File: src/verilog/udwr_defs.vh
// constants for the uart dma watermark request block
`ifndef UDWR_DEFS_VH
`define UDWR_DEFS_VH

// register byte offsets
`define UDWR_OFS_FIFO_CTRL   4'h0
`define UDWR_OFS_STATUS      4'h4
`define UDWR_OFS_ERROR       4'h8

// fifo_control_reg fields
`define UDWR_FC_ENABLE       0
`define UDWR_FC_TXTRIG_HI    5
`define UDWR_FC_TXTRIG_LO    4
`define UDWR_FC_RXTRIG_HI    7
`define UDWR_FC_RXTRIG_LO    6
`define UDWR_FC_RESET        8'h00

// status register fields
`define UDWR_ST_TXCNT_LO     0
`define UDWR_ST_RXCNT_LO     8
`define UDWR_ST_TX_REQ       16
`define UDWR_ST_RX_REQ       17
`define UDWR_ST_TX_SINGLE    18
`define UDWR_ST_RX_SINGLE    19

// error register fields, write one to clear
`define UDWR_ER_TX_OVF       0
`define UDWR_ER_RX_UNF       1

// trigger codes
`define UDWR_TRIG_00         2'h0
`define UDWR_TRIG_01         2'h1
`define UDWR_TRIG_10         2'h2
`define UDWR_TRIG_11         2'h3

// fixed transmit watermark for code 01
`define UDWR_TX_LVL_01       2

// fifo geometry defaults
`define UDWR_FIFO_DEPTH      16
`define UDWR_CNT_W           5

`endif

File: src/verilog/udwr_dma_req.v
// watermark driven dma burst and single request generator for uart fifos
//
// Added by the designer: the register offsets and the Avalon-MM slave port.
`timescale 1ns/1ps
`default_nettype none
`include "udwr_defs.vh"
////////////////////////////////////////////////////////////////////////////////
// Overview of operation
// RQ1 - tx burst request when tx fill <= watermark
// RQ2 - controller writes dest_burst_len words per request
// RQ3 - tx trigger code 01 means 2 entries
// RQ4 - tx trigger code 11 means half depth
// RQ5 - dest_burst_len at most depth minus tx watermark
// RQ6 - dest_burst_len ideally equals depth minus watermark
// RQ7 - rx burst request when rx fill >= trigger
// RQ8 - controller reads src_burst_len words per request
// RQ9 - src_burst_len at most rx watermark, ideally equal
// RQ10 - tx pops continue during a dma burst
// RQ11 - rx pushes continue during a dma burst
// RQ12 - controller uses byte wide transfers
// RQ13 - drop request on ack, rearm after ack release
// RQ14 - tx single while tx fifo not full
// RQ15 - rx single while rx fifo not empty
// RQ16 - other trigger codes decode to fixed levels
// RQ17 - bus clock only, requests inactive in reset
////////////////////////////////////////////////////////////////////////////////
module udwr_dma_req #(
  parameter                 DEPTH = `UDWR_FIFO_DEPTH,
  parameter                 CNT_W = `UDWR_CNT_W
) (
  input  wire               clk_i,
  input  wire               reset_i,
  // avalon-mm slave
  input  wire [3:0]         avs_address_i,
  input  wire               avs_read_i,
  input  wire               avs_write_i,
  input  wire [31:0]        avs_writedata_i,
  output wire [31:0]        avs_readdata_o,
  output wire               avs_waitrequest_o,
  // fifo occupancy events
  input  wire               tx_push_i,
  input  wire               tx_pop_i,
  input  wire               rx_push_i,
  input  wire               rx_pop_i,
  // dma handshake, active low
  input  wire               dma_tx_ack_n_i,
  input  wire               dma_rx_ack_n_i,
  output wire               dma_tx_req_n_o,
  output wire               dma_rx_req_n_o,
  output wire               dma_tx_single_n_o,
  output wire               dma_rx_single_n_o
);

  // levels worked out at 32 bits, then cut to the counter width on purpose
  localparam [31:0]      FULL_W   = DEPTH;
  localparam [31:0]      HALF_W   = DEPTH / 2;
  localparam [31:0]      QTR_W    = DEPTH / 4;
  localparam [31:0]      TWO_W    = `UDWR_TX_LVL_01;
  localparam [31:0]      NTWO_W   = DEPTH - 2;
  localparam [CNT_W-1:0] LVL_FULL = FULL_W[CNT_W-1:0];
  localparam [CNT_W-1:0] LVL_HALF = HALF_W[CNT_W-1:0];
  localparam [CNT_W-1:0] LVL_QTR  = QTR_W[CNT_W-1:0];
  localparam [CNT_W-1:0] LVL_TWO  = TWO_W[CNT_W-1:0];
  localparam [CNT_W-1:0] LVL_NTWO = NTWO_W[CNT_W-1:0];
  localparam [CNT_W-1:0] LVL_ONE  = {{(CNT_W-1){1'b0}}, 1'b1};
  localparam [CNT_W-1:0] LVL_ZERO = {CNT_W{1'b0}};

  //////////////////////////////////////////////////////////////////////////////
  // trigger decoding
  // transmit watermark: empty, two entries, quarter, half
  function [CNT_W-1:0] tx_level;
    input [1:0] code;
    begin
      case (code)
        `UDWR_TRIG_00: tx_level = LVL_ZERO; // RQ16
        `UDWR_TRIG_01: tx_level = LVL_TWO;  // RQ3
        `UDWR_TRIG_10: tx_level = LVL_QTR;  // RQ16
        `UDWR_TRIG_11: tx_level = LVL_HALF; // RQ4
        default:       tx_level = LVL_ZERO;
      endcase
    end
  endfunction

  // receive watermark: one entry, quarter, half, two short of full
  function [CNT_W-1:0] rx_level;
    input [1:0] code;
    begin
      case (code)
        `UDWR_TRIG_00: rx_level = LVL_ONE;  // RQ16
        `UDWR_TRIG_01: rx_level = LVL_QTR;  // RQ16
        `UDWR_TRIG_10: rx_level = LVL_HALF; // RQ16
        `UDWR_TRIG_11: rx_level = LVL_NTWO; // RQ16
        default:       rx_level = LVL_ONE;
      endcase
    end
  endfunction

  // next occupancy; an illegal push or pop is dropped, not wrapped
  function [CNT_W-1:0] next_count;
    input [CNT_W-1:0] cnt;
    input             push;
    input             pop;
    begin
      next_count = cnt;
      if (push && !pop && cnt != LVL_FULL) begin
        next_count = cnt + LVL_ONE;
      end else if (pop && !push && cnt != LVL_ZERO) begin
        next_count = cnt - LVL_ONE;
      end
    end
  endfunction

  //////////////////////////////////////////////////////////////////////////////
  // state
  reg  [7:0]       fifo_ctrl_ff;
  reg  [CNT_W-1:0] tx_count_ff;
  reg  [CNT_W-1:0] rx_count_ff;
  reg              tx_ovf_ff;
  reg              rx_unf_ff;
  reg              tx_req_n_ff;
  reg              rx_req_n_ff;
  reg              tx_single_n_ff;
  reg              rx_single_n_ff;
  reg  [31:0]      rdata_ff;
  reg              wait_ff;

  wire             enable  = fifo_ctrl_ff[`UDWR_FC_ENABLE];
  wire [1:0]       tx_code = fifo_ctrl_ff[`UDWR_FC_TXTRIG_HI:`UDWR_FC_TXTRIG_LO];
  wire [1:0]       rx_code = fifo_ctrl_ff[`UDWR_FC_RXTRIG_HI:`UDWR_FC_RXTRIG_LO];
  wire             tx_ack  = ~dma_tx_ack_n_i;
  wire             rx_ack  = ~dma_rx_ack_n_i;
  wire             bus_req = avs_read_i | avs_write_i;
  // access completes at the edge where waitrequest is seen low
  wire             wr_done = avs_write_i & ~wait_ff;

  wire             tx_mark = enable && (tx_count_ff <= tx_level(tx_code)); // RQ1
  wire             rx_mark = enable && (rx_count_ff >= rx_level(rx_code)); // RQ7

  reg  [31:0]      nxt_rdata;

  //////////////////////////////////////////////////////////////////////////////
  // avalon slave: one wait cycle, then answer
  always @* begin
    nxt_rdata = 32'h0000_0000;
    case (avs_address_i)
      `UDWR_OFS_FIFO_CTRL: begin
        nxt_rdata[7:0] = fifo_ctrl_ff;
      end
      `UDWR_OFS_STATUS: begin
        nxt_rdata[`UDWR_ST_TXCNT_LO +: CNT_W] = tx_count_ff;
        nxt_rdata[`UDWR_ST_RXCNT_LO +: CNT_W] = rx_count_ff;
        nxt_rdata[`UDWR_ST_TX_REQ]            = ~tx_req_n_ff;
        nxt_rdata[`UDWR_ST_RX_REQ]            = ~rx_req_n_ff;
        nxt_rdata[`UDWR_ST_TX_SINGLE]         = ~tx_single_n_ff;
        nxt_rdata[`UDWR_ST_RX_SINGLE]         = ~rx_single_n_ff;
      end
      `UDWR_OFS_ERROR: begin
        nxt_rdata[`UDWR_ER_TX_OVF] = tx_ovf_ff;
        nxt_rdata[`UDWR_ER_RX_UNF] = rx_unf_ff;
      end
      default: begin
        nxt_rdata = 32'h0000_0000; // unmapped reads as zero
      end
    endcase
  end

  // waitrequest idles high so a new request always waits one edge
  always @(posedge clk_i or posedge reset_i) begin
    if (reset_i) begin
      wait_ff  <= 1'b1;
      rdata_ff <= 32'h0000_0000;
    end else begin
      wait_ff <= ~(bus_req & wait_ff);
      if (avs_read_i && wait_ff) begin
        rdata_ff <= nxt_rdata;
      end
    end
  end

  // control register write
  always @(posedge clk_i or posedge reset_i) begin
    if (reset_i) begin
      fifo_ctrl_ff <= `UDWR_FC_RESET;
    end else if (wr_done && avs_address_i == `UDWR_OFS_FIFO_CTRL) begin
      fifo_ctrl_ff <= avs_writedata_i[7:0];
    end
  end

  //////////////////////////////////////////////////////////////////////////////
  // occupancy tracking; serial side keeps moving during bursts
  always @(posedge clk_i or posedge reset_i) begin
    if (reset_i) begin
      tx_count_ff <= LVL_ZERO;
      rx_count_ff <= LVL_ZERO;
    end else begin
      tx_count_ff <= next_count(tx_count_ff, tx_push_i, tx_pop_i); // RQ10
      rx_count_ff <= next_count(rx_count_ff, rx_push_i, rx_pop_i); // RQ11
    end
  end

  // sticky error flags; a new event beats a same cycle clear
  always @(posedge clk_i or posedge reset_i) begin
    if (reset_i) begin
      tx_ovf_ff <= 1'b0;
      rx_unf_ff <= 1'b0;
    end else begin
      if (tx_push_i && !tx_pop_i && tx_count_ff == LVL_FULL) begin
        tx_ovf_ff <= 1'b1;
      end else if (wr_done && avs_address_i == `UDWR_OFS_ERROR &&
                   avs_writedata_i[`UDWR_ER_TX_OVF]) begin
        tx_ovf_ff <= 1'b0;
      end
      if (rx_pop_i && !rx_push_i && rx_count_ff == LVL_ZERO) begin
        rx_unf_ff <= 1'b1;
      end else if (wr_done && avs_address_i == `UDWR_OFS_ERROR &&
                   avs_writedata_i[`UDWR_ER_RX_UNF]) begin
        rx_unf_ff <= 1'b0;
      end
    end
  end

  //////////////////////////////////////////////////////////////////////////////
  // burst requests: held until ack even if the level moves away,
  // dropped while ack is low, rearmed from the level once ack rises
  always @(posedge clk_i or posedge reset_i) begin
    if (reset_i) begin
      tx_req_n_ff <= 1'b1; // RQ17
      rx_req_n_ff <= 1'b1; // RQ17
    end else begin
      tx_req_n_ff <= tx_ack | (tx_req_n_ff & ~tx_mark); // RQ13
      rx_req_n_ff <= rx_ack | (rx_req_n_ff & ~rx_mark); // RQ13
    end
  end

  // single requests follow fifo space and data
  always @(posedge clk_i or posedge reset_i) begin
    if (reset_i) begin
      tx_single_n_ff <= 1'b1; // RQ17
      rx_single_n_ff <= 1'b1; // RQ17
    end else begin
      tx_single_n_ff <= !enable || (tx_count_ff == LVL_FULL); // RQ14
      rx_single_n_ff <= !enable || (rx_count_ff == LVL_ZERO); // RQ15
    end
  end

  // flops kept active low so no gate sits between flop and pin
  assign dma_tx_req_n_o    = tx_req_n_ff;
  assign dma_rx_req_n_o    = rx_req_n_ff;
  assign dma_tx_single_n_o = tx_single_n_ff;
  assign dma_rx_single_n_o = rx_single_n_ff;
  assign avs_readdata_o    = rdata_ff;
  assign avs_waitrequest_o = wait_ff;

endmodule // udwr_dma_req
`default_nettype wire

File: config.mk
export PLATFORM = sky130hd
export DESIGN_NAME = udwr_dma_req
export DESIGN_NICKNAME = d
export VERILOG_FILES = /design/src/verilog/udwr_dma_req.v
export VERILOG_INCLUDE_DIRS = /design/src /design/src/verilog
export SDC_FILE = /design/constraint.sdc
export NUM_CORES = 1
export LEC_CHECK = 0
export ABC_AREA = 1
export BUFFER_PORTS_ARGS = -buffer_cell sky130_fd_sc_hd__buf_2
export CAP_MARGIN = 20
export CORE_ASPECT_RATIO = 1.75
export CORE_MARGIN = 1.5
export CORE_UTILIZATION = 35
export DETAILED_ROUTE_END_ITERATION = 10
export GPL_ROUTABILITY_DRIVEN = 0
export MAX_ROUTING_LAYER = met4
export SKIP_LAST_GASP = 1
export SYNTH_ARGS = -nofsm -noshare
export SYNTH_HDL_FRONTEND = slang
export SYNTH_SLANG_ARGS = --single-unit
File: constraint.sdc
create_clock -name clk_i -period 2.47 [get_ports clk_i]
set_clock_uncertainty 0.2 [all_clocks]
set_input_delay 0.3705 -clock clk_i [delete_from_list [all_inputs] [get_ports clk_i]]
set_output_delay 0.3705 -clock clk_i [all_outputs]
set_load 0.03 [all_outputs]
==> reports/results.tsv <==
stage	metric	value	unit
floorplan	core_area	6910	µm²
setup_path	reg2reg_depth	10	
routing	m1WireLength	2.08	mm
routing	drtIter0Drc	86	
global_route	grt_overflow	0	
sta	drv_slew	0	
floorplan	die_w	67.2	µm
floorplan	ioPinCount	83	
layout	n_antenna_cell	0	
layout	drive_gt1_share	27.0	%
setup_path	critPathMaxFanout	8	
power	power_density	1000	nW/µm²
floorplan	die_h	115	µm
routing	vias	1979	
setup_path	cp_cell_sequence	nor2_1 -> nand3_1 -> nand2_2 -> ha_1 -> nand2_1 -> nand2_1 -> nor2_1 -> nand3_1 -> nand3_1 -> nand2_1	
sta	relSlewSlack	65.2	%
place	io_buffers	43	
yosys	syn_inst	296	
power	ir_worst_vdd	308	µV
sta	rsz0062_at_grt	no	
routing	routed-wl-met2	2.62	mm
yosys	avgSynthCellArea	8.52	µm²
routing	wl_per_cell	11.8	µm
setup_path	slowest_stage	dfrtp_1	
yosys	synth-seq-area-share	41.9	%
floorplan	dieArea	7750	µm²
setup_path	cp-start-kind	register	
clock_tree	clockRootBuffer	clkbuf_16	
sta	hold_viol_final	0	
global_route	grt_max_degree	43	
yosys	syn_area	2520	µm²
power	leakage	1.56	nW
setup_path	startpoint	rx_count_ff[1]	
routing	met3_length	216	µm
run	drv_cap	0	
setup_path	reg2reg_slack	0.41	ns
floorplan	start_util	36.5	%
yosys	synth_cell_types	35	
layout	syn2layout_area_growth	15.7	%
routing	wl	5.06	mm
setup_path	critical_path_class	register to register	
global_route	grt_usage	15.6	%
routing	dr.pass1.iters	4	
yosys	async_flop_share	100	%
sta	setup_tns	0	ns
layout	nNetsFinal	405	
setup_path	required	2.45	ns
sta	fmax	486	MHz
layout	n_fill_cell	724	
routing	dr.max_layer_used	met4	
min_path	hold_path_class	input port to async pin	
sta	worst_pin_slew	0.522	ns
sta	finalCriticalPeriod	2.06	ns
sta	hold-worst-slack	0.00519	ns
clock_tree	ctsHoldBuffers	0	
yosys	synth_seq_cells	42	
routing	ant_nets	0	
clock_tree	cts_tree	yes	
sta	setup_viol	0	
status	status	finished clean	
global_route	grt_pass1_vias	1974	
clock_tree	cts_resized	0	
setup_path	reg2reg_to	rx_count_ff[4]	
clock_tree	clk_latency	0.29	ns
place	placed_area	2770	µm²
global_route	antenna_found_initial	0	
layout	fin_util	42.3	%
floorplan	num_rows	40	
yosys	ys.flop_type	dfrtp_1	
routing	drcViolationCount	0	
sta	layout_setup_ws	0.412	ns
clock_tree	clk_pin_slew_worst_paths	0.06	ns
clock_tree	cts_setup_buffers	0	
layout	fin_area	2920	µm²
place	dp_slack	0.409	ns
yosys	yosysWarnings	0	
setup_path	worstPathArrival	2.04	ns
yosys	synth_edf_count	0	
sta	post-route-period-util	83.3	%
clock_tree	clock-sinks	42	
setup_path	critical_path.endpoint_type	register	
place	hpwl	3.96	mm
clock_tree	h-tree-depth	2	
setup_path	max_stage_delay	0.47	ns
global_route	grt_first_pass_wirelength	8.86	mm
routing	via_per_inst	4.61	
setup_path	rr_startpoint	rx_count_ff[1]	
clock_tree	cts_buffer_depth	2	
clock_tree	cts_buffers	5	
per-layer routing:
metal	up-vias	GRT usage, %
li1	1023	-
met1	898	17.4
met2	49	25.7
met3	9	2.35
met4	0	9.66
met5	-	-
critical path: cells and delay by family (launching register included):
kind / cells / cell delay (ns)
AND/OR/NAND/NOR: 9 / 0.99
flip-flops: 1 / 0.47
adder cells (fa/ha/maj): 1 / 0.31
synth_stat cells, types with 2 or more instances:
master	n	area (µm²)
dfrtp_1	37	926
dfstp_2	5	131
o31ai_1	4	30.0
inv_2	4	15.0
a21oi_1	5	25.0
inv_1	27	101
nand4_1	2	12.5
o21ai_1	7	35.0
nand2_1	78	293
nand2_2	7	43.8
nand3_1	26	130
buf_4	16	120
a21oi_2	6	52.6
o21ai_2	2	17.5
buf_6	2	22.5
xor2_1	4	35.0
o31ai_2	6	75.1
fa_1	2	40.0
ha_1	13	163
nand3b_1	2	15.0
nor2_1	23	86.3
o21ai_0	2	10.0
nor2_2	4	25.0
cell families (layout without fill, tap and decap cells):
group | count (synthesis) | in the layout | share of synthesized area (%)
simple gates | 148 | 148 | 27.0
buf+inv | 50 | 85 | 10.4
flops | 42 | 42 | 41.9
compound gates | 36 | 36 | 11.1
fa+ha+maj | 15 | 15 | 8.04
xor+xnor | 4 | 4 | 1.39
other cells | 1 | 15 | 0.149
final cells by class:
class                   instances  area (µm²)  share of cell area [%]
well taps                      84         105                    3.60
repair buffers                 46         238                    8.14
flip-flops and latches         42        1060                    36.2
clock inverters                 1        5.00                   0.171
inverters                      31         116                    3.99
multi-input cells             218        1250                    43.0
clock buffers                   7         143                    4.89
cell usage in the layout (no fill, tap or decap), types with 5 or more instances in the layout:
master     instances
nand2_2            7
a21oi_2            6
nor2_1            23
nand3_1           26
a21oi_1            5
o21ai_1            7
conb_1            15
clkbuf_16          5
dfrtp_1           37
dfstp_2            5
nand2_1           78
o31ai_2            6
inv_1             27
buf_2             43
ha_1              13
registers in the layout (all words and copies together), names as in the netlist:
name	flops
avs_waitrequest_o	1
fifo_ctrl_ff	8
dma_rx_single_n_o	1
tx_count_ff	5
avs_readdata_o	17
dma_rx_req_n_o	1
rx_unf_ff	1
dma_tx_req_n_o	1
tx_ovf_ff	1
rx_count_ff	5
dma_tx_single_n_o	1
per-stage QoR:
stage	power [mW]	std cells
6_report	2.92	429
5_1_grt	3.19	429
4_1_cts	2.96	429
3_5_place_dp	2.29	421
3_3_place_gp	2.24	421
2_1_floorplan	2.00	310
worst max path at each step:
stage	endpoint	slack [ns]	depth (start not counted)
after detailed placement	rx_count_ff[4]	0.41	10
after global routing	rx_count_ff[4]	0.21	10
final	rx_count_ff[4]	0.41	10
after global placement	rx_count_ff[4]	0.45	10
after floorplan	tx_count_ff[4]	0.62	10
after CTS	rx_count_ff[4]	0.39	10
power by group:
group,internal [mW],leakage (nW),total [mW],switching (mW)
Combinational,0.449,0.974,1.18,0.731
Clock,0.400,0.0739,0.657,0.256
Sequential,0.887,0.516,1.08,0.194
Total,1.74,1.56,2.92,1.18
Note: power is estimated with default switching activity, not from simulation.
